$ cat src/common/cprb_defines.svh
// register offsets, field positions, reset values and serial port counts
// assumes a 13-bit register address and byte-wide registers
`ifndef CPRB_DEFINES_SVH
`define CPRB_DEFINES_SVH

// ------------------------------------------------------------
// register offsets
// ------------------------------------------------------------
`define CPRB_OFS_PORT_CFG 13'h0000
`define CPRB_OFS_SI_REV 13'h0002
`define CPRB_OFS_PART_IDENTIFIER 13'h0003
`define CPRB_OFS_RB_SEL 13'h0004
`define CPRB_OFS_EE_VER_LO 13'h0005
`define CPRB_OFS_EE_VER_HI 13'h0006
`define CPRB_OFS_PUMP 13'h0010
`define CPRB_OFS_REF_LO 13'h0011
`define CPRB_OFS_REF_HI 13'h0012
`define CPRB_OFS_SWALLOW 13'h0013
`define CPRB_OFS_FB_LO 13'h0014
`define CPRB_OFS_FB_HI 13'h0015
`define CPRB_OFS_LOOP1 13'h0016

// ------------------------------------------------------------
// field positions and masks
// ------------------------------------------------------------
`define CPRB_CFG_SDO_HI 7
`define CPRB_CFG_LSB_HI 6
`define CPRB_CFG_SRST_HI 5
`define CPRB_CFG_SRST_LO 2
`define CPRB_CFG_LSB_LO 1
`define CPRB_CFG_SDO_LO 0
`define CPRB_CFG_KEEP_MASK 8'hC3
`define CPRB_RB_SEL_MASK 8'h01
`define CPRB_REF_HI_W 6
`define CPRB_SWALLOW_W 6
`define CPRB_FB_HI_W 5

// ------------------------------------------------------------
// reset values
// ------------------------------------------------------------
`define CPRB_RST_PORT_CFG 8'h00
`define CPRB_RST_RB_SEL 8'h00
`define CPRB_RST_EE_VER 8'h00
`define CPRB_RST_PUMP 8'h7D
`define CPRB_RST_REF_DIV 14'h0001
`define CPRB_RST_SWALLOW 6'h00
`define CPRB_RST_FB_DIV 13'h0000
`define CPRB_RST_LOOP1 8'h06
// identity values, arbitrary
`define CPRB_SI_REV_VAL 8'h5A
`define CPRB_PART_IDENTIFIER_VAL 8'hA5

// ------------------------------------------------------------
// serial port counts
// ------------------------------------------------------------
`define CPRB_INSTR_LAST 4'hF
`define CPRB_BYTE_LAST 4'h7
`define CPRB_RD_BIT 14

`endif

$ cat src/common/cprb_pkg.sv
// types shared by the register bank and its serial port
// assumes cprb_defines.svh for all numeric values
package cprb_pkg;
   typedef logic [7:0] cprb_data_t;
   typedef logic [12:0] cprb_addr_t;
   typedef enum logic [1:0] {
      CPRB_IDLE = 2'b00,
      CPRB_INSTR = 2'b01,
      CPRB_DATA = 2'b10
   } cprb_state_e;
endpackage

$ cat src/common/cprb_bus_if.sv
// register access carrier between the serial port and the register bank
// assumes both ends run on one clock
`timescale 1ns/100ps
interface cprb_bus_if;
   import cprb_pkg::*;
   logic wr_en;
   cprb_addr_t wr_addr;
   cprb_data_t wdata;
   cprb_addr_t rd_addr;
   cprb_data_t rdata;
   modport ctrl (output wr_en, output wr_addr, output wdata, output rd_addr, input rdata);
   modport regs (input wr_en, input wr_addr, input wdata, input rd_addr, output rdata);
endinterface

$ cat src/hdl/cprb_spi_slave.sv
// serial port engine: 16-bit instruction, then streamed data bytes, msb first
// assumes pins already synchronised and sclk at most one eighth of clk
`timescale 1ns/100ps
`include "cprb_defines.svh"
module cprb_spi_slave (
   // clock and reset
   input wire logic clk,
   input wire logic rst_b,
   // synchronised pins, and sdo_active from the port config register
   input wire logic sclk_s,
   input wire logic csb_s,
   input wire logic sdio_s,
   input wire logic sdo_active,
   // register access
   cprb_bus_if.ctrl bus,
   // serial outputs
   output logic sdo_out,
   output logic sdo_oe,
   output logic sdio_out,
   output logic sdio_oe
);
   import cprb_pkg::*;

   cprb_state_e state_ff, nxt_state;
   logic sclk_d_ff, nxt_sclk_d;
   logic [3:0] cnt_ff, nxt_cnt;
   logic [15:0] shift_ff, nxt_shift;
   cprb_addr_t addr_ff, nxt_addr;
   logic rd_ff, nxt_rd;
   logic load_ff, nxt_load;
   cprb_data_t out_ff, nxt_out;
   logic bit_ff, nxt_bit;
   logic wr_ff, nxt_wr;
   cprb_addr_t wr_addr_ff, nxt_wr_addr;
   cprb_data_t wdata_ff, nxt_wdata;
   logic nxt_oe;
   logic sdo_oe_ff, nxt_sdo_oe;
   logic sdio_oe_ff, nxt_sdio_oe;
   logic rise, fall;

   assign rise = sclk_s & ~sclk_d_ff;
   assign fall = ~sclk_s & sclk_d_ff;

   always_comb begin
      nxt_state = state_ff;
      nxt_sclk_d = sclk_s;
      nxt_cnt = cnt_ff;
      nxt_shift = shift_ff;
      nxt_addr = addr_ff;
      nxt_rd = rd_ff;
      nxt_load = 1'b0;
      nxt_out = out_ff;
      nxt_bit = bit_ff;
      nxt_wr = 1'b0;
      nxt_wr_addr = wr_addr_ff;
      nxt_wdata = wdata_ff;
      if (load_ff) begin
         nxt_out = bus.rdata;
      end
      case (state_ff)
         CPRB_IDLE: begin
            nxt_cnt = 4'h0;
            if (!csb_s) begin
               nxt_state = CPRB_INSTR;
            end
         end
         CPRB_INSTR: begin
            if (rise) begin
               nxt_shift = {shift_ff[14:0], sdio_s};
               nxt_cnt = cnt_ff + 4'h1;
               if (cnt_ff == `CPRB_INSTR_LAST) begin
                  nxt_rd = shift_ff[`CPRB_RD_BIT];
                  nxt_addr = {shift_ff[11:0], sdio_s};
                  nxt_load = shift_ff[`CPRB_RD_BIT];
                  nxt_cnt = 4'h0;
                  nxt_state = CPRB_DATA;
               end
            end
         end
         CPRB_DATA: begin
            if (rise) begin
               nxt_shift = {shift_ff[14:0], sdio_s};
               nxt_cnt = cnt_ff + 4'h1;
               if (cnt_ff == `CPRB_BYTE_LAST) begin
                  nxt_cnt = 4'h0;
                  nxt_wr = ~rd_ff;
                  nxt_wr_addr = addr_ff;
                  nxt_wdata = {shift_ff[6:0], sdio_s};
                  nxt_addr = addr_ff - 13'h0001;
                  nxt_load = rd_ff;
               end
            end
            if (fall && rd_ff) begin
               nxt_bit = out_ff[7];
               nxt_out = {out_ff[6:0], 1'b0};
            end
         end
         default: begin
            nxt_state = CPRB_IDLE;
         end
      endcase
      if (csb_s) begin
         nxt_state = CPRB_IDLE;
         nxt_load = 1'b0;
      end
      nxt_oe = (nxt_state == CPRB_DATA) && nxt_rd;
      nxt_sdo_oe = nxt_oe && sdo_active;
      nxt_sdio_oe = nxt_oe && !sdo_active;
   end

   always_ff @(posedge clk) begin
      if (!rst_b) begin
         state_ff <= CPRB_IDLE;
         sclk_d_ff <= 1'b0;
         cnt_ff <= 4'h0;
         shift_ff <= 16'h0000;
         addr_ff <= 13'h0000;
         rd_ff <= 1'b0;
         load_ff <= 1'b0;
         out_ff <= 8'h00;
         bit_ff <= 1'b0;
         wr_ff <= 1'b0;
         wr_addr_ff <= 13'h0000;
         wdata_ff <= 8'h00;
         sdo_oe_ff <= 1'b0;
         sdio_oe_ff <= 1'b0;
      end else begin
         state_ff <= nxt_state;
         sclk_d_ff <= nxt_sclk_d;
         cnt_ff <= nxt_cnt;
         shift_ff <= nxt_shift;
         addr_ff <= nxt_addr;
         rd_ff <= nxt_rd;
         load_ff <= nxt_load;
         out_ff <= nxt_out;
         bit_ff <= nxt_bit;
         wr_ff <= nxt_wr;
         wr_addr_ff <= nxt_wr_addr;
         wdata_ff <= nxt_wdata;
         sdo_oe_ff <= nxt_sdo_oe;
         sdio_oe_ff <= nxt_sdio_oe;
      end
   end

   assign bus.wr_en = wr_ff;
   assign bus.wr_addr = wr_addr_ff;
   assign bus.wdata = wdata_ff;
   assign bus.rd_addr = addr_ff;
   assign sdo_out = bit_ff;
   assign sdio_out = bit_ff;
   assign sdo_oe = sdo_oe_ff;
   assign sdio_oe = sdio_oe_ff;
endmodule

$ cat src/hdl/cprb_regbank.sv
// clock generator pll register bank, addresses 0x000 to 0x016, on a serial port
// assumes pins from outside the clk domain; unlisted addresses read as zero
//
// Summary of operation
// - writes to unmapped addresses change nothing
// - reference divider bits 13..8 from 0x012
// - feedback divider low byte at 0x014
// - feedback bits 12..8 at 0x015, reset zero
`timescale 1ns/100ps
`include "cprb_defines.svh"
module cprb_regbank (
   // clock and reset
   input wire logic clk,
   input wire logic rst_b,
   // serial pins
   input wire logic sclk,
   input wire logic csb,
   input wire logic sdio_in,
   output logic sdio_out,
   output logic sdio_oe,
   output logic sdo_out,
   output logic sdo_oe,
   // configuration to the pll
   output cprb_pkg::cprb_data_t pump_cfg,
   output logic [13:0] ref_div,
   output logic [5:0] swallow_cnt,
   output logic [12:0] fb_div,
   output cprb_pkg::cprb_data_t loop_ctrl,
   output logic readback_active,
   output cprb_pkg::cprb_data_t port_cfg
);
   import cprb_pkg::*;

   // ------------------------------------------------------------
   // pin synchronisers
   // ------------------------------------------------------------
   logic [2:0] pin_raw;
   logic sync1_ff [3];
   logic sync2_ff [3];
   logic sdo_active;
   assign pin_raw = {sclk, csb, sdio_in};

   genvar gi;
   generate
      for (gi = 0; gi < 3; gi++) begin : g_sync
         always_ff @(posedge clk) begin
            if (!rst_b) begin
               sync1_ff[gi] <= (gi == 1) ? 1'b1 : 1'b0;
               sync2_ff[gi] <= (gi == 1) ? 1'b1 : 1'b0;
            end else begin
               sync1_ff[gi] <= pin_raw[gi];
               sync2_ff[gi] <= sync1_ff[gi];
            end
         end
      end
   endgenerate

   cprb_bus_if bus ();

   cprb_spi_slave u_spi (
      .clk(clk),
      .rst_b(rst_b),
      .sclk_s(sync2_ff[2]),
      .csb_s(sync2_ff[1]),
      .sdio_s(sync2_ff[0]),
      .sdo_active(sdo_active),
      .bus(bus),
      .sdo_out(sdo_out),
      .sdo_oe(sdo_oe),
      .sdio_out(sdio_out),
      .sdio_oe(sdio_oe)
   );

   // ------------------------------------------------------------
   // register state
   // ------------------------------------------------------------
   cprb_data_t cfg_ff, nxt_cfg;
   cprb_data_t rb_sel_ff, nxt_rb_sel;
   cprb_data_t ee_lo_ff, nxt_ee_lo;
   cprb_data_t ee_hi_ff, nxt_ee_hi;
   cprb_data_t pump_ff, nxt_pump;
   logic [13:0] ref_ff, nxt_ref;
   logic [5:0] swal_ff, nxt_swal;
   logic [12:0] fb_ff, nxt_fb;
   cprb_data_t loop_ff, nxt_loop;
   logic srst_req;

   assign srst_req = bus.wr_en && (bus.wr_addr == `CPRB_OFS_PORT_CFG) &&
      (bus.wdata[`CPRB_CFG_SRST_HI] || bus.wdata[`CPRB_CFG_SRST_LO]);

   always_comb begin
      nxt_cfg = cfg_ff;
      nxt_rb_sel = rb_sel_ff;
      nxt_ee_lo = ee_lo_ff;
      nxt_ee_hi = ee_hi_ff;
      nxt_pump = pump_ff;
      nxt_ref = ref_ff;
      nxt_swal = swal_ff;
      nxt_fb = fb_ff;
      nxt_loop = loop_ff;
      if (srst_req) begin
         // soft reset restores defaults and its bits never store
         nxt_cfg = `CPRB_RST_PORT_CFG;
         nxt_rb_sel = `CPRB_RST_RB_SEL;
         nxt_ee_lo = `CPRB_RST_EE_VER;
         nxt_ee_hi = `CPRB_RST_EE_VER;
         nxt_pump = `CPRB_RST_PUMP;
         nxt_ref = `CPRB_RST_REF_DIV;
         nxt_swal = `CPRB_RST_SWALLOW;
         nxt_fb = `CPRB_RST_FB_DIV;
         nxt_loop = `CPRB_RST_LOOP1;
      end else if (bus.wr_en) begin
         // addresses without a case item fall through untouched
         case (bus.wr_addr)
            `CPRB_OFS_PORT_CFG: nxt_cfg = bus.wdata & `CPRB_CFG_KEEP_MASK;
            `CPRB_OFS_RB_SEL: nxt_rb_sel = bus.wdata & `CPRB_RB_SEL_MASK;
            `CPRB_OFS_EE_VER_LO: nxt_ee_lo = bus.wdata;
            `CPRB_OFS_EE_VER_HI: nxt_ee_hi = bus.wdata;
            `CPRB_OFS_PUMP: nxt_pump = bus.wdata;
            `CPRB_OFS_REF_LO: nxt_ref[7:0] = bus.wdata;
            `CPRB_OFS_REF_HI: nxt_ref[13:8] = bus.wdata[`CPRB_REF_HI_W-1:0];
            `CPRB_OFS_SWALLOW: nxt_swal = bus.wdata[`CPRB_SWALLOW_W-1:0];
            `CPRB_OFS_FB_LO: nxt_fb[7:0] = bus.wdata;
            `CPRB_OFS_FB_HI: nxt_fb[12:8] = bus.wdata[`CPRB_FB_HI_W-1:0];
            `CPRB_OFS_LOOP1: nxt_loop = bus.wdata;
            default: nxt_cfg = cfg_ff;
         endcase
      end
   end

   always_ff @(posedge clk) begin
      if (!rst_b) begin
         cfg_ff <= `CPRB_RST_PORT_CFG;
         rb_sel_ff <= `CPRB_RST_RB_SEL;
         ee_lo_ff <= `CPRB_RST_EE_VER;
         ee_hi_ff <= `CPRB_RST_EE_VER;
         pump_ff <= `CPRB_RST_PUMP;
         ref_ff <= `CPRB_RST_REF_DIV;
         swal_ff <= `CPRB_RST_SWALLOW;
         fb_ff <= `CPRB_RST_FB_DIV;
         loop_ff <= `CPRB_RST_LOOP1;
      end else begin
         cfg_ff <= nxt_cfg;
         rb_sel_ff <= nxt_rb_sel;
         ee_lo_ff <= nxt_ee_lo;
         ee_hi_ff <= nxt_ee_hi;
         pump_ff <= nxt_pump;
         ref_ff <= nxt_ref;
         swal_ff <= nxt_swal;
         fb_ff <= nxt_fb;
         loop_ff <= nxt_loop;
      end
   end

   // ------------------------------------------------------------
   // read mux
   // ------------------------------------------------------------
   always_comb begin
      case (bus.rd_addr)
         `CPRB_OFS_PORT_CFG: bus.rdata = cfg_ff;
         `CPRB_OFS_SI_REV: bus.rdata = `CPRB_SI_REV_VAL;
         `CPRB_OFS_PART_IDENTIFIER: bus.rdata = `CPRB_PART_IDENTIFIER_VAL;
         `CPRB_OFS_RB_SEL: bus.rdata = rb_sel_ff;
         `CPRB_OFS_EE_VER_LO: bus.rdata = ee_lo_ff;
         `CPRB_OFS_EE_VER_HI: bus.rdata = ee_hi_ff;
         `CPRB_OFS_PUMP: bus.rdata = pump_ff;
         `CPRB_OFS_REF_LO: bus.rdata = ref_ff[7:0];
         `CPRB_OFS_REF_HI: bus.rdata = {2'b00, ref_ff[13:8]};
         `CPRB_OFS_SWALLOW: bus.rdata = {2'b00, swal_ff};
         `CPRB_OFS_FB_LO: bus.rdata = fb_ff[7:0];
         `CPRB_OFS_FB_HI: bus.rdata = {3'b000, fb_ff[12:8]};
         `CPRB_OFS_LOOP1: bus.rdata = loop_ff;
         default: bus.rdata = 8'h00;
      endcase
   end

   assign sdo_active = cfg_ff[`CPRB_CFG_SDO_HI] | cfg_ff[`CPRB_CFG_SDO_LO];
   assign pump_cfg = pump_ff;
   assign ref_div = ref_ff;
   assign swallow_cnt = swal_ff;
   assign fb_div = fb_ff;
   assign loop_ctrl = loop_ff;
   assign readback_active = rb_sel_ff[0];
   assign port_cfg = cfg_ff;

   // ------------------------------------------------------------
   // checks
   // ------------------------------------------------------------
   logic [80:0] all_state;
   logic mapped_wr;
   assign all_state = {cfg_ff, rb_sel_ff, ee_lo_ff, ee_hi_ff, pump_ff, ref_ff, swal_ff,
      fb_ff, loop_ff};
   assign mapped_wr = (bus.wr_addr <= `CPRB_OFS_LOOP1) &&
      ((bus.wr_addr <= `CPRB_OFS_EE_VER_HI) || (bus.wr_addr >= `CPRB_OFS_PUMP)) &&
      (bus.wr_addr != 13'h0001);
endmodule

$ cat config.mk
export PLATFORM = sky130hd
export DESIGN_NAME = cprb_regbank
export DESIGN_NICKNAME = d
export VERILOG_FILES = /design/src/common/cprb_pkg.sv /design/src/common/cprb_bus_if.sv /design/src/hdl/cprb_spi_slave.sv /design/src/hdl/cprb_regbank.sv
export VERILOG_INCLUDE_DIRS = /design/src /design/src/common
export SDC_FILE = /design/constraint.sdc
export NUM_CORES = 1
export LEC_CHECK = 0
export BUFFER_PORTS_ARGS = -buffer_cell sky130_fd_sc_hd__buf_2
export CELL_PAD_IN_SITES_DETAIL_PLACEMENT = 1
export CELL_PAD_IN_SITES_GLOBAL_PLACEMENT = 1
export CORE_MARGIN = 4
export CORE_UTILIZATION = 30
export CTS_CLUSTER_DIAMETER = 50
export CTS_CLUSTER_SIZE = 8
export DETAILED_ROUTE_END_ITERATION = 8
export PLACE_DENSITY_LB_ADDON = 0.1
export SETUP_SLACK_MARGIN = 0.02
export SLEW_MARGIN = 40
export SYNTH_ARGS = -nofsm -noshare
export SYNTH_HDL_FRONTEND = slang
export SYNTH_SLANG_ARGS = --single-unit
$ cat constraint.sdc
create_clock -name clk -period 3.3 [get_ports clk]
set_input_delay 0.33 -clock clk [delete_from_list [all_inputs] [get_ports clk]]
set_output_delay 0.33 -clock clk [all_outputs]
set_load 0.005 [all_outputs]
* Word-level counts from Yosys, hierarchy flattened *
Memories as Yosys holds them, arrays and structs flattened.
Index checks and enable logic that the tools add are counted.

operators by class
  $add $sub $neg = 2
  bitwise gates (word level) = 13
  reduce and logical (&&, ||, !) cells = 33
  multiplexer cells = 34
  equal/unequal tests = 31

operators by type and width
  operator                                                              number
  13-bit by 5-bit == test with 1-bit output, second input constant      14
  8-bit one-hot mux with 13 select lines                                1
  13-bit by 3-bit == test with 1-bit output, second input constant      6
  13-bit 2-to-1 mux                                                     4
  13-bit by 2-bit == test with 1-bit output, second input constant      2
  13-bit logical NOT                                                    2
  13-bit one-hot mux with 2 select lines                                1
  2-bit AND reduction                                                   13
  8-bit 2-to-1 mux                                                      3
  4-bit 2-to-1 mux                                                      4
  1-bit 2-to-1 mux                                                      15
  13-bit by 1-bit subtractor with 13-bit output, second input constant  1
  4-bit one-hot mux with 3 select lines                                 1
  2-bit by 1-bit != test with 1-bit output, second input constant       4
  1-bit bitwise OR                                                      7
  1-bit logical AND                                                     6
  2-bit 2-to-1 mux                                                      3
  2-bit one-hot mux with 3 select lines                                 1
  3-bit AND reduction                                                   2
  2-bit OR reduction                                                    3
  5-bit AND reduction                                                   1
  4-bit by 1-bit adder with 4-bit output, second input constant         1
  2-bit == test, second input constant                                  2
  4-bit by 3-bit == test with 1-bit output, second input constant       1
  11 further kinds                                                      15

word-level totals
  input bits = 5
  logic and storage cells = 140
  memories kept = 2
  bits in registers = 140
  output and inout port bits = 62
  RAM bits = 6

memory list
  memory    words  bits a word  read ports  clocked after Yosys merged registers in  wr ports  line                source
  sync1_ff  3      1            3           0                                        3         cprb_regbank.sv:38  logic sync1_ff [3];
  sync2_ff  3      1            3           0                                        3         cprb_regbank.sv:39  logic sync2_ff [3];

* Longest topological paths before layout *
Gate-level depths: netlist of the first run.

  depth in word-level cells = 8
  gate-level depth with buffers = 10
  gate-level depth less buffers = 7

* Hierarchy *
Synthesis of the first run repeated with hierarchy kept, for this count alone.

second synthesis, totals
  cells, all modules = 778
  area total of the unflattened synthesis = 6,985.4 µm²

by module, submodules not included
  module          area an instance (µm²)  times used  sequential area each (µm²)  cells each
  cprb_regbank    3,856.2                 1           1,521.5                     399
  cprb_spi_slave  3,129.3                 1           1,401.3                     379

* Least setup slack after synthesis of the first run *
OpenSTA, ideal clock, no wires.

  kind = register to register
  from = reg u_spi.wr_addr_ff[10] (netlist: u_spi.bus.wr_addr[10])
  to = reg ee_hi_ff[6]
  setup slack = 1.072 ns
  clock period less this slack = 2.228 ns
  cell stages (with the launch flop) = 7
  library setup time = 0.126 ns
  path buffers = 1
  required time = 3.174 ns
  arrival = 2.102 ns
  path through = dfxtp_1 -> or4b_4 -> or2_1 -> buf_6 -> nor4_4 -> mux2i_1 -> nor2_2

on the way
  word-level cells in the longest chain between the ends = 4
  elaborated cells between the ends (all ways) = 6
  those cells by class = 1 x eq/ne; 5 x reduce/logical

ends and longest elaborated chain
  element                         line                   source
  start, declared                 cprb_spi_slave.sv:34   cprb_addr_t wr_addr_ff, nxt_wr_addr;
  start signal, assigned          cprb_spi_slave.sv:138  wr_addr_ff <= nxt_wr_addr;
  13-bit logical NOT              -
  1-bit logical AND (2 in a row)  cprb_regbank.sv:88     assign srst_req = bus.wr_en && (bus.wr_addr == `CPRB_OFS_PORT_CFG) &&
  2-bit OR reduction (no line)    -
  end signal, assigned            cprb_regbank.sv:136    ee_hi_ff <= `CPRB_RST_EE_VER;
  end signal, assigned            cprb_regbank.sv:146    ee_hi_ff <= nxt_ee_hi;
  end, declared                   cprb_regbank.sv:80     cprb_data_t ee_hi_ff, nxt_ee_hi;

Parallel ways exist; a longest one is shown, timed or not.
A chain may end at the register's enable or synchronous reset.

* Final worst setup path of the first run *
  from = reg u_spi.addr_ff[0] (netlist: u_spi.bus.rd_addr[0])
  to = reg u_spi.out_ff[3]

on the way
  word-level cells in the longest chain between the ends = 5
  elaborated cells between the ends (all ways) = 17
  those cells by class = 12 x eq/ne; 4 x mux; 1 x reduce/logical

ends and longest elaborated chain
  element                                                                  line                   source
  start, declared                                                          cprb_spi_slave.sv:28   cprb_addr_t addr_ff, nxt_addr;
  start signal, assigned                                                   cprb_spi_slave.sv:132  addr_ff <= nxt_addr;
  13-bit by 5-bit == test with 1-bit output, or another cell as far along  cprb_regbank.sv:159    case (bus.rd_addr)
  8-bit one-hot mux with 13 select lines *                                 cprb_regbank.sv:159
  8-bit 2-to-1 mux *                                                       cprb_spi_slave.sv:57   if (load_ff) begin
  8-bit 2-to-1 mux                                                         cprb_spi_slave.sv:93   if (fall && rd_ff) begin
  8-bit 2-to-1 mux *                                                       cprb_spi_slave.sv:60   case (state_ff)
  end signal, assigned                                                     cprb_spi_slave.sv:135  out_ff <= nxt_out;
  end, declared                                                            cprb_spi_slave.sv:31   cprb_data_t out_ff, nxt_out;

Every way passes the cells marked *; elsewhere a longest branch is shown, timed or not.

==> summary.md, run 1 <==
| Metric | Value |
|---|---|
| Status | `finished, final reports clean` |
| Core Region | `0.02264 sq mm` |
| Drc violations | `0` |
| Maxcap violations | `0` |
| Post-DP HPWL | `17,110 microns` |
| RSZ-0062 raised after global routing | `false` |
| Min-Delay Path Class | `input port to flop` |
| Share of layout cells above drive strength 1 | `0.2022` |
| Worst path bufs/invs | `1` |
| Number of antenna violations at the first check in global routing | `0` |
| Critical-path cell list | `inv_1, ha_1, a222oi_1, nor2_1, o31a_1, o21ai_0, a21oi_1` |
| Fin. Hold Viols | `0` |
| Top FF cell, synth | `dfxtp_1` |
| DRT Pass-1 Iters | `5` |
| Top delay family on crit path | `compound AO/OA/AOI/OAI gates` |
| CTS buffer count | `17` |
| Initial DRC count | `334` |
| PortBufs | `62` |
| CP Launch Type | `flop` |
| Synth Cell Area | `0.006909 sq mm` |
| Hold_ws | `83.68 ps` |
| Starting Density | `0.3052` |
| Yosys reg bits | `146` |
| Largest net degree at the start of global routing | `55` |
| FMAX | `370.3 MHz` |
| Final Cycle Share | `0.8183` |
| Vias in the first global route | `6,208` |
| Post-CTS Setup Inserts | `0` |
| Cell row count | `55` |
| Sink Count | `146` |
| Setup Viol. Count Final | `0` |
| Most common cell after layout, fill and taps aside | `dfxtp_1` |
| Asr flop ratio synth | `0` |
| Adder-cell share of the synthesized area | `0.01811` |
| Syn Inst Count | `762` |
| Area growth, synth to finish | `16.53%` |
| Wire per inst | `21.84 microns` |
| Clock skew | `10.46 ps` |
| Setup WS pre-CTS | `649.8 ps` |
| Die H | `159.8 microns` |
| Worst-Margin Slew | `849.2 ps` |
| Crit end category | `flop` |
| Antenna-violating nets left | `0` |
| Clk Latency, worst-skew pair | `430 ps` |
| Fin area | `0.008051 sq mm` |
| Max clock buf depth | `2` |
| Nets | `818` |
| Mux share of post-synthesis cell area | `0.1309` |
| Largest family of logic cells by synthesized area | `simple AND/OR/NAND/NOR gates` |
| Placed cell area | `0.007432 sq mm` |
| IO Pins | `67` |
| Req. time, crit path | `3610 ps` |
| Worst setup margin | `599.6 ps` |
| Compound-Gate Fraction of Synth Area | `0.1481` |
| Worst-path maximum fanout | `16` |
| Grt total ovfl | `0` |
| Avg Synthesized Cell Area | `9.067 sq um` |
| Worst Path Arrival | `3010 ps` |
| GPL Wtd Cong | `0.8005` |
| Synth warn | `0` |
| CP max-delay cell | `a222oi_1` |
| Root buf cell | `clkbuf_16` |
| Register area share after synthesis | `0.4230` |
| First-pass GRT wire length | `37,570 microns` |
| DIE AREA | `0.02552 sq mm` |
| Util after Layout | `0.3556` |
| Power Density | `482.6 mW/mm^2` |
| Final min period | `2700 ps` |
| CTS tree | `built` |
| H-tree depth | `4` |
| Leak Pwr | `3.159 nW` |
| Worst-path clk slew | `70 ps` |
| Synth cell types | `68` |
| N_diodes | `0` |
| Die extent in x | `159.8 microns` |
| Post-synth EDFFs | `0` |
| Slew HR | `0.4296` |
| Via count | `5,929` |
| Via-per-instance ratio | `5.385` |
| Post-cts resize count | `0` |
| Crit-path max cell delay | `720 ps` |
| Worst vdd ir | `0.2958 mV` |
| Simple logic cell fraction of the synthesized area | `0.2256` |
| Setup TNS Final | `0 ps` |
| Routed WL | `24,050 microns` |
| Post-Synth XOR/XNOR Area | `0` |
| Total Routing Usage GR | `0.1888` |
| Most frequent cells in the layout | `dfxtp_1, nor2_1, mux2i_1` |
| Pins over their slew limit | `0` |
| Crit Path Category | `flop to flop` |
| Post-CTS Hold Fix Bufs | `0` |
-- path summary, 6_finish.rpt --
| kind | from | endpoint | slack (ps) | cells past startpoint |
|---|---|---|---|---|
| worst max register to register | u_spi.bus.rd_addr[0] | u_spi.out_ff[3] | 600 | 7 |
| worst min-delay path | csb | sync1_ff[1] | 80 | 2 |
| worst min register to register | sync1_ff[1] | sync2_ff[1] | 410 | 1 |
| worst max-delay path | u_spi.bus.rd_addr[0] | u_spi.out_ff[3] | 600 | 7 |
-- per-stage QoR --
step / power [mW] / std cells
final: 3.885 / 1101
after detailed placement: 1.910 / 1069
after floorplan: 1.879 / 765
after CTS: 3.947 / 1101
after global placement: 1.908 / 1069
after global routing: 4.022 / 1101
-- Yosys cell counts (3+ instances only) --
| cell | n | area, sq um |
|---|---|---|
| dfxtp_1 | 146 | 2923 |
| nor2_1 | 91 | 341.6 |
| mux2i_1 | 87 | 870.8 |
| nand2_1 | 57 | 214.0 |
| clkbuf_1 | 48 | 180.2 |
| a21oi_1 | 46 | 230.2 |
| nor2_2 | 29 | 181.4 |
| o21ai_0 | 20 | 100.1 |
| nand3_1 | 19 | 95.09 |
| nor3_1 | 19 | 95.09 |
| a22oi_1 | 11 | 82.58 |
| a31oi_1 | 11 | 68.82 |
| ha_1 | 10 | 125.1 |
| inv_1 | 10 | 37.54 |
| nand2b_1 | 10 | 62.56 |
| nor2b_1 | 10 | 62.56 |
| a222oi_1 | 7 | 70.07 |
| and2_1 | 7 | 43.79 |
| buf_2 | 7 | 35.03 |
| nor4_1 | 7 | 43.79 |
| nor4_4 | 7 | 148.9 |
| a211oi_1 | 6 | 45.04 |
| a22o_1 | 6 | 52.55 |
| and3_1 | 5 | 31.28 |
| buf_4 | 5 | 37.54 |
| nand4_1 | 5 | 31.28 |
| nor3b_1 | 5 | 37.54 |
| or4_1 | 5 | 37.54 |
| a21boi_0 | 4 | 30.03 |
| nand3b_1 | 4 | 30.03 |
| o21a_1 | 4 | 30.03 |
| mux2_2 | 3 | 33.78 |
| o31ai_1 | 3 | 22.52 |
| o32ai_1 | 3 | 26.28 |
-- worst reg2reg max path, delay by kind of cell (launching register included) --
family | cells | cell delay (ps)
buffers and inverters | 1 | 140
AND/OR/NAND/NOR | 1 | 90
adder cells (fa/ha/maj) | 1 | 500
AO/OA/AOI/OAI | 4 | 1420
flip-flops | 1 | 450
-- per-layer routing --
metal  part of all wire  vias up  global-route usage
li1                   -     2788                   -
met1               0.47     2990              0.2472
met2               0.47      126              0.3160
met3              0.040       25             0.03923
met4              0.017        0             0.05286
met5                  0        -                   0
-- area by class of cell --
| cell class | instances | area, sq um |
|---|---|---|
| fillers | 2601 | 14590 |
| multi-input cells | 545 | 3650 |
| flip-flops and latches | 146 | 2923 |
| repair buffers | 82 | 473.0 |
| clock buffers | 18 | 439.2 |
| well taps | 285 | 356.6 |
| clock inverters | 14 | 168.9 |
| inverters | 11 | 41.29 |
-- flip-flops by register name, summed over array words and instances (netlist names), 2 cells and up --
register / count
ee_lo_ff: 8
u_spi.shift_ff: 15
ref_div: 14
sync2_ff: 3
sync1_ff: 3
pump_cfg: 8
loop_ctrl: 8
u_spi.bus.rd_addr: 13
port_cfg: 4
fb_div: 13
u_spi.out_ff: 8
u_spi.cnt_ff: 4
ee_hi_ff: 8
u_spi.bus.wdata: 8
u_spi.bus.wr_addr: 13
swallow_cnt: 6
u_spi.state_ff: 2
-- power breakdown --
group | internal, mW | leakage [nW] | switching, mW
clock network | 1.16 | 0.290 | 0.854
logic | 0.0251 | 1.69 | 0.0693
registers | 1.77 | 1.18 | 0.00766
total | 2.95 | 3.16 | 0.931
-- cell families (layout without fill, tap and decap cells) --
kind of cell,after synthesis,in the layout
muxes,90,90
DFF,146,146
AOI/OAI and AO/OA,149,149
other,1,4
adders and majority gates,10,10
and+or+nand+nor,292,292
buffers and inverters,74,125
Power figures use the tool's default switching activity.
==> inputs of run 2 (changes only) <==
==> constraint.sdc (replaced) <==
create_clock -name clk -period 2.3 [get_ports clk]
set_input_delay 0.23 -clock clk [delete_from_list [all_inputs] [get_ports clk]]
set_output_delay 0.23 -clock clk [all_outputs]
set_load 0.005 [all_outputs]
==> run 2 against run 1 <==
Against the previous run:
- cell area rose by 6.2%
- setup slack worse by 480 ps
- core utilization rose by 2.2 points
- power increased by 49%
- via count grew 2.6%
- largest cell class unchanged
==> summary.md, run 2 (synthesis gave the netlist of run 1 again) <==
| Metric | Value |
|---|---|
| Worst Path Arrival | `2540 ps (was 3010 ps)` |
| Worst-path maximum fanout | `5 (was 16)` |
| Power Density | `675.8 mW/mm^2 (was 482.6 mW/mm^2)` |
| Worst-Margin Slew | `652.8 ps (was 849.2 ps)` |
| Switching Fraction | `0.2455 (was 0.2396)` |
| Die extent in x | `159.8 microns (unchanged)` |
| Leak Pwr | `3.458 nW (was 3.159 nW)` |
| Layout Cells excl Fill | `1,153 (was 1,101)` |
| Fin area | `0.008549 sq mm (was 0.008051 sq mm)` |
| Total power | `5.778 mW (was 3.885 mW)` |
| GRT met1 Usage | `0.2581 (was 0.2472)` |
| Gr busiest metal | `met2 (unchanged)` |
| Maxcap violations | `0 (unchanged)` |
| Via count | `6,083 (was 5,929)` |
| PortBufs | `62 (unchanged)` |
| Max reg flops | `15 (unchanged)` |
| Total Routing Usage GR | `0.1975 (was 0.1888)` |
| Max clock buf depth | `2 (unchanged)` |
| IO Pins | `67 (unchanged)` |
| Grt met2 use | `0.3280 (was 0.3160)` |
| Number of antenna violations at the first check in global routing | `1 (was 0)` |
| Vias in the first global route | `6,405 (was 6,208)` |
| Share of layout cells above drive strength 1 | `0.2558 (was 0.2022)` |
| Internal power | `4.359 mW (was 2.954 mW)` |
| Wire per inst | `21.73 microns (was 21.84 microns)` |
| Starting Density | `0.3052 (unchanged)` |
| Worst vdd ir | `0.4352 mV (was 0.2958 mV)` |
| Worst-path clk slew | `70 ps (about the same)` |
| Post-DP HPWL | `18,550 microns (was 17,110 microns)` |
| First-pass GRT wire length | `39,120 microns (was 37,570 microns)` |
| H-tree depth | `4 (unchanged)` |
| Comb pwr share | `0.028 (was 0.024)` |
| Area growth, synth to finish | `23.74% (was 16.53%)` |
| Pins over their slew limit | `0 (unchanged)` |
| Worst setup margin | `117.8 ps (was 599.6 ps)` |
| Largest Register | `u_spi.shift_ff (unchanged)` |
| N_diodes | `0 (unchanged)` |
| Clock skew | `13.96 ps (was 10.46 ps)` |
| Setup WS pre-CTS | `-68.44 ps (was 649.8 ps)` |
| Min-Delay Path Class | `input port to flop (unchanged)` |
| Crit end category | `flop (unchanged)` |
| Cell row count | `55 (unchanged)` |
| CP Launch Type | `flop (unchanged)` |
| RSZ-0062 raised after global routing | `true (was false)` |
| GPL Wtd Cong | `0.7979 (was 0.8005)` |
| Antenna-violating nets left | `0 (unchanged)` |
| Drc violations | `0 (unchanged)` |
| Routed WL | `25,050 microns (was 24,050 microns)` |
| Placed cell area | `0.007843 sq mm (was 0.007432 sq mm)` |
| CTS buffer count | `17 (unchanged)` |
| FMAX | `458.2 MHz (was 370.3 MHz)` |
| Die H | `159.8 microns (unchanged)` |
| # fillers | `2,591 (was 2,601)` |
| Clk Latency, worst-skew pair | `440 ps (was 430 ps)` |
| Core Region | `0.02264 sq mm (unchanged)` |
| Setup Viol. Count Final | `0 (unchanged)` |
| Req. time, crit path | `2650 ps (was 3610 ps)` |
| Nets | `870 (was 818)` |
| Final Cycle Share | `0.9488 (was 0.8183)` |
| Clock share of power | `0.532 (was 0.519)` |
| Initial DRC count | `294 (was 334)` |
| Most common cell after layout, fill and taps aside | `dfxtp_1 (unchanged)` |
| Fin. Hold Viols | `0 (unchanged)` |
| Net Sw Power | `1.419 mW (was 0.9311 mW)` |
| Slew HR | `0.5648 (was 0.4296)` |
| DIE AREA | `0.02552 sq mm (unchanged)` |
| Most frequent cells in the layout | `dfxtp_1, nor2_1, mux2i_1 (unchanged)` |
| Largest net degree at the start of global routing | `55 (unchanged)` |
| Root buf cell | `clkbuf_16 (unchanged)` |
| Met3 Resource Use GR | `0.04181 (was 0.03923)` |
| Grt total ovfl | `0 (unchanged)` |
| Via-per-instance ratio | `5.276 (was 5.385)` |
| Status | `finished, final reports clean (unchanged)` |
| Crit Path Category | `flop to flop (unchanged)` |
| DRT Pass-1 Iters | `5 (unchanged)` |
| Dpl cells | `1,117 (was 1,069)` |
| CTS tree | `built (unchanged)` |
| Final min period | `2182 ps (was 2700 ps)` |
| Share of power burned in registers | `0.440 (was 0.457)` |
| Sink Count | `146 (unchanged)` |
run 2: changes by cell type in the layout (fill, tap and decap cells not counted), sizes merged:
cell and delta:
buf +49, bufinv +1, clkbuf -1, clkinvlp -3, dlygate4sd3 +3, inv +3
run 2: routing by layer:
layer	share of wire	up-vias
met1	0.47	3031
met4	0.019	2
met3	0.036	35
li1	-	2901
met2	0.48	114
met5	0.00044	-
run 2: layout make-up:
cell class,count,area [sq um],area share
clock buffer,17,425.4,0.04976
clock inverter,15,207.7,0.02429
inverter,11,41.29,0.004830
multi-input combinational,545,3670,0.4292
sequential,146,2924,0.3420
tap,285,356.6,0.04171
timing repair buffer,134,924.6,0.1082
run 2: timing repair:
action                                  in CTS  in global routing
pin swaps                                    0                  3
setup buffers                                0                  1
hold endpoints to repair                     3                  0
hold buffers                                 3                  0
endpoints found under the setup margin      15                 19
gates resized for setup                      4                  8
run 2: final timing paths:
check	slack, ps	endpoint	cells past startpoint	from
min reg2reg	420	sync2_ff[1]	1	sync1_ff[1]
max	120	u_spi.bus.rd_addr[10]	7	u_spi.bus.rd_addr[0]
max reg2reg	120	u_spi.bus.rd_addr[10]	7	u_spi.bus.rd_addr[0]
min	210	u_spi.out_ff[0]	2	rst_b
run 2: per-stage QoR:
stage,hold WS [ps],TNS (ps),utilization
finish,206.5,0,0.3776
global route,204.8,0,0.3776
CTS,190.0,0,0.3761
detailed placement,407.0,-166.3,0.3464
global placement,389.2,-74.40,0.3464
floorplan,303.0,0,-
run 2: power groups by stage:
stage | clock network [mW] | logic, mW | registers (mW)
global route | 3.25 | 0.177 | 2.54
finish | 3.07 | 0.163 | 2.54
detailed placement | 0 | 0.158 | 2.60
floorplan | 0 | 0.0993 | 2.60
global placement | 0 | 0.156 | 2.60
CTS | 3.13 | 0.163 | 2.54
run 2: critical path: stages, from the launching register on:
cell and delay (ps):
dfxtp_1 340, inv_1 150, ha_1 190, or3b_2 530, nor4_1 370, nor3b_1 280, o21ai_0 120, a21oi_1 120
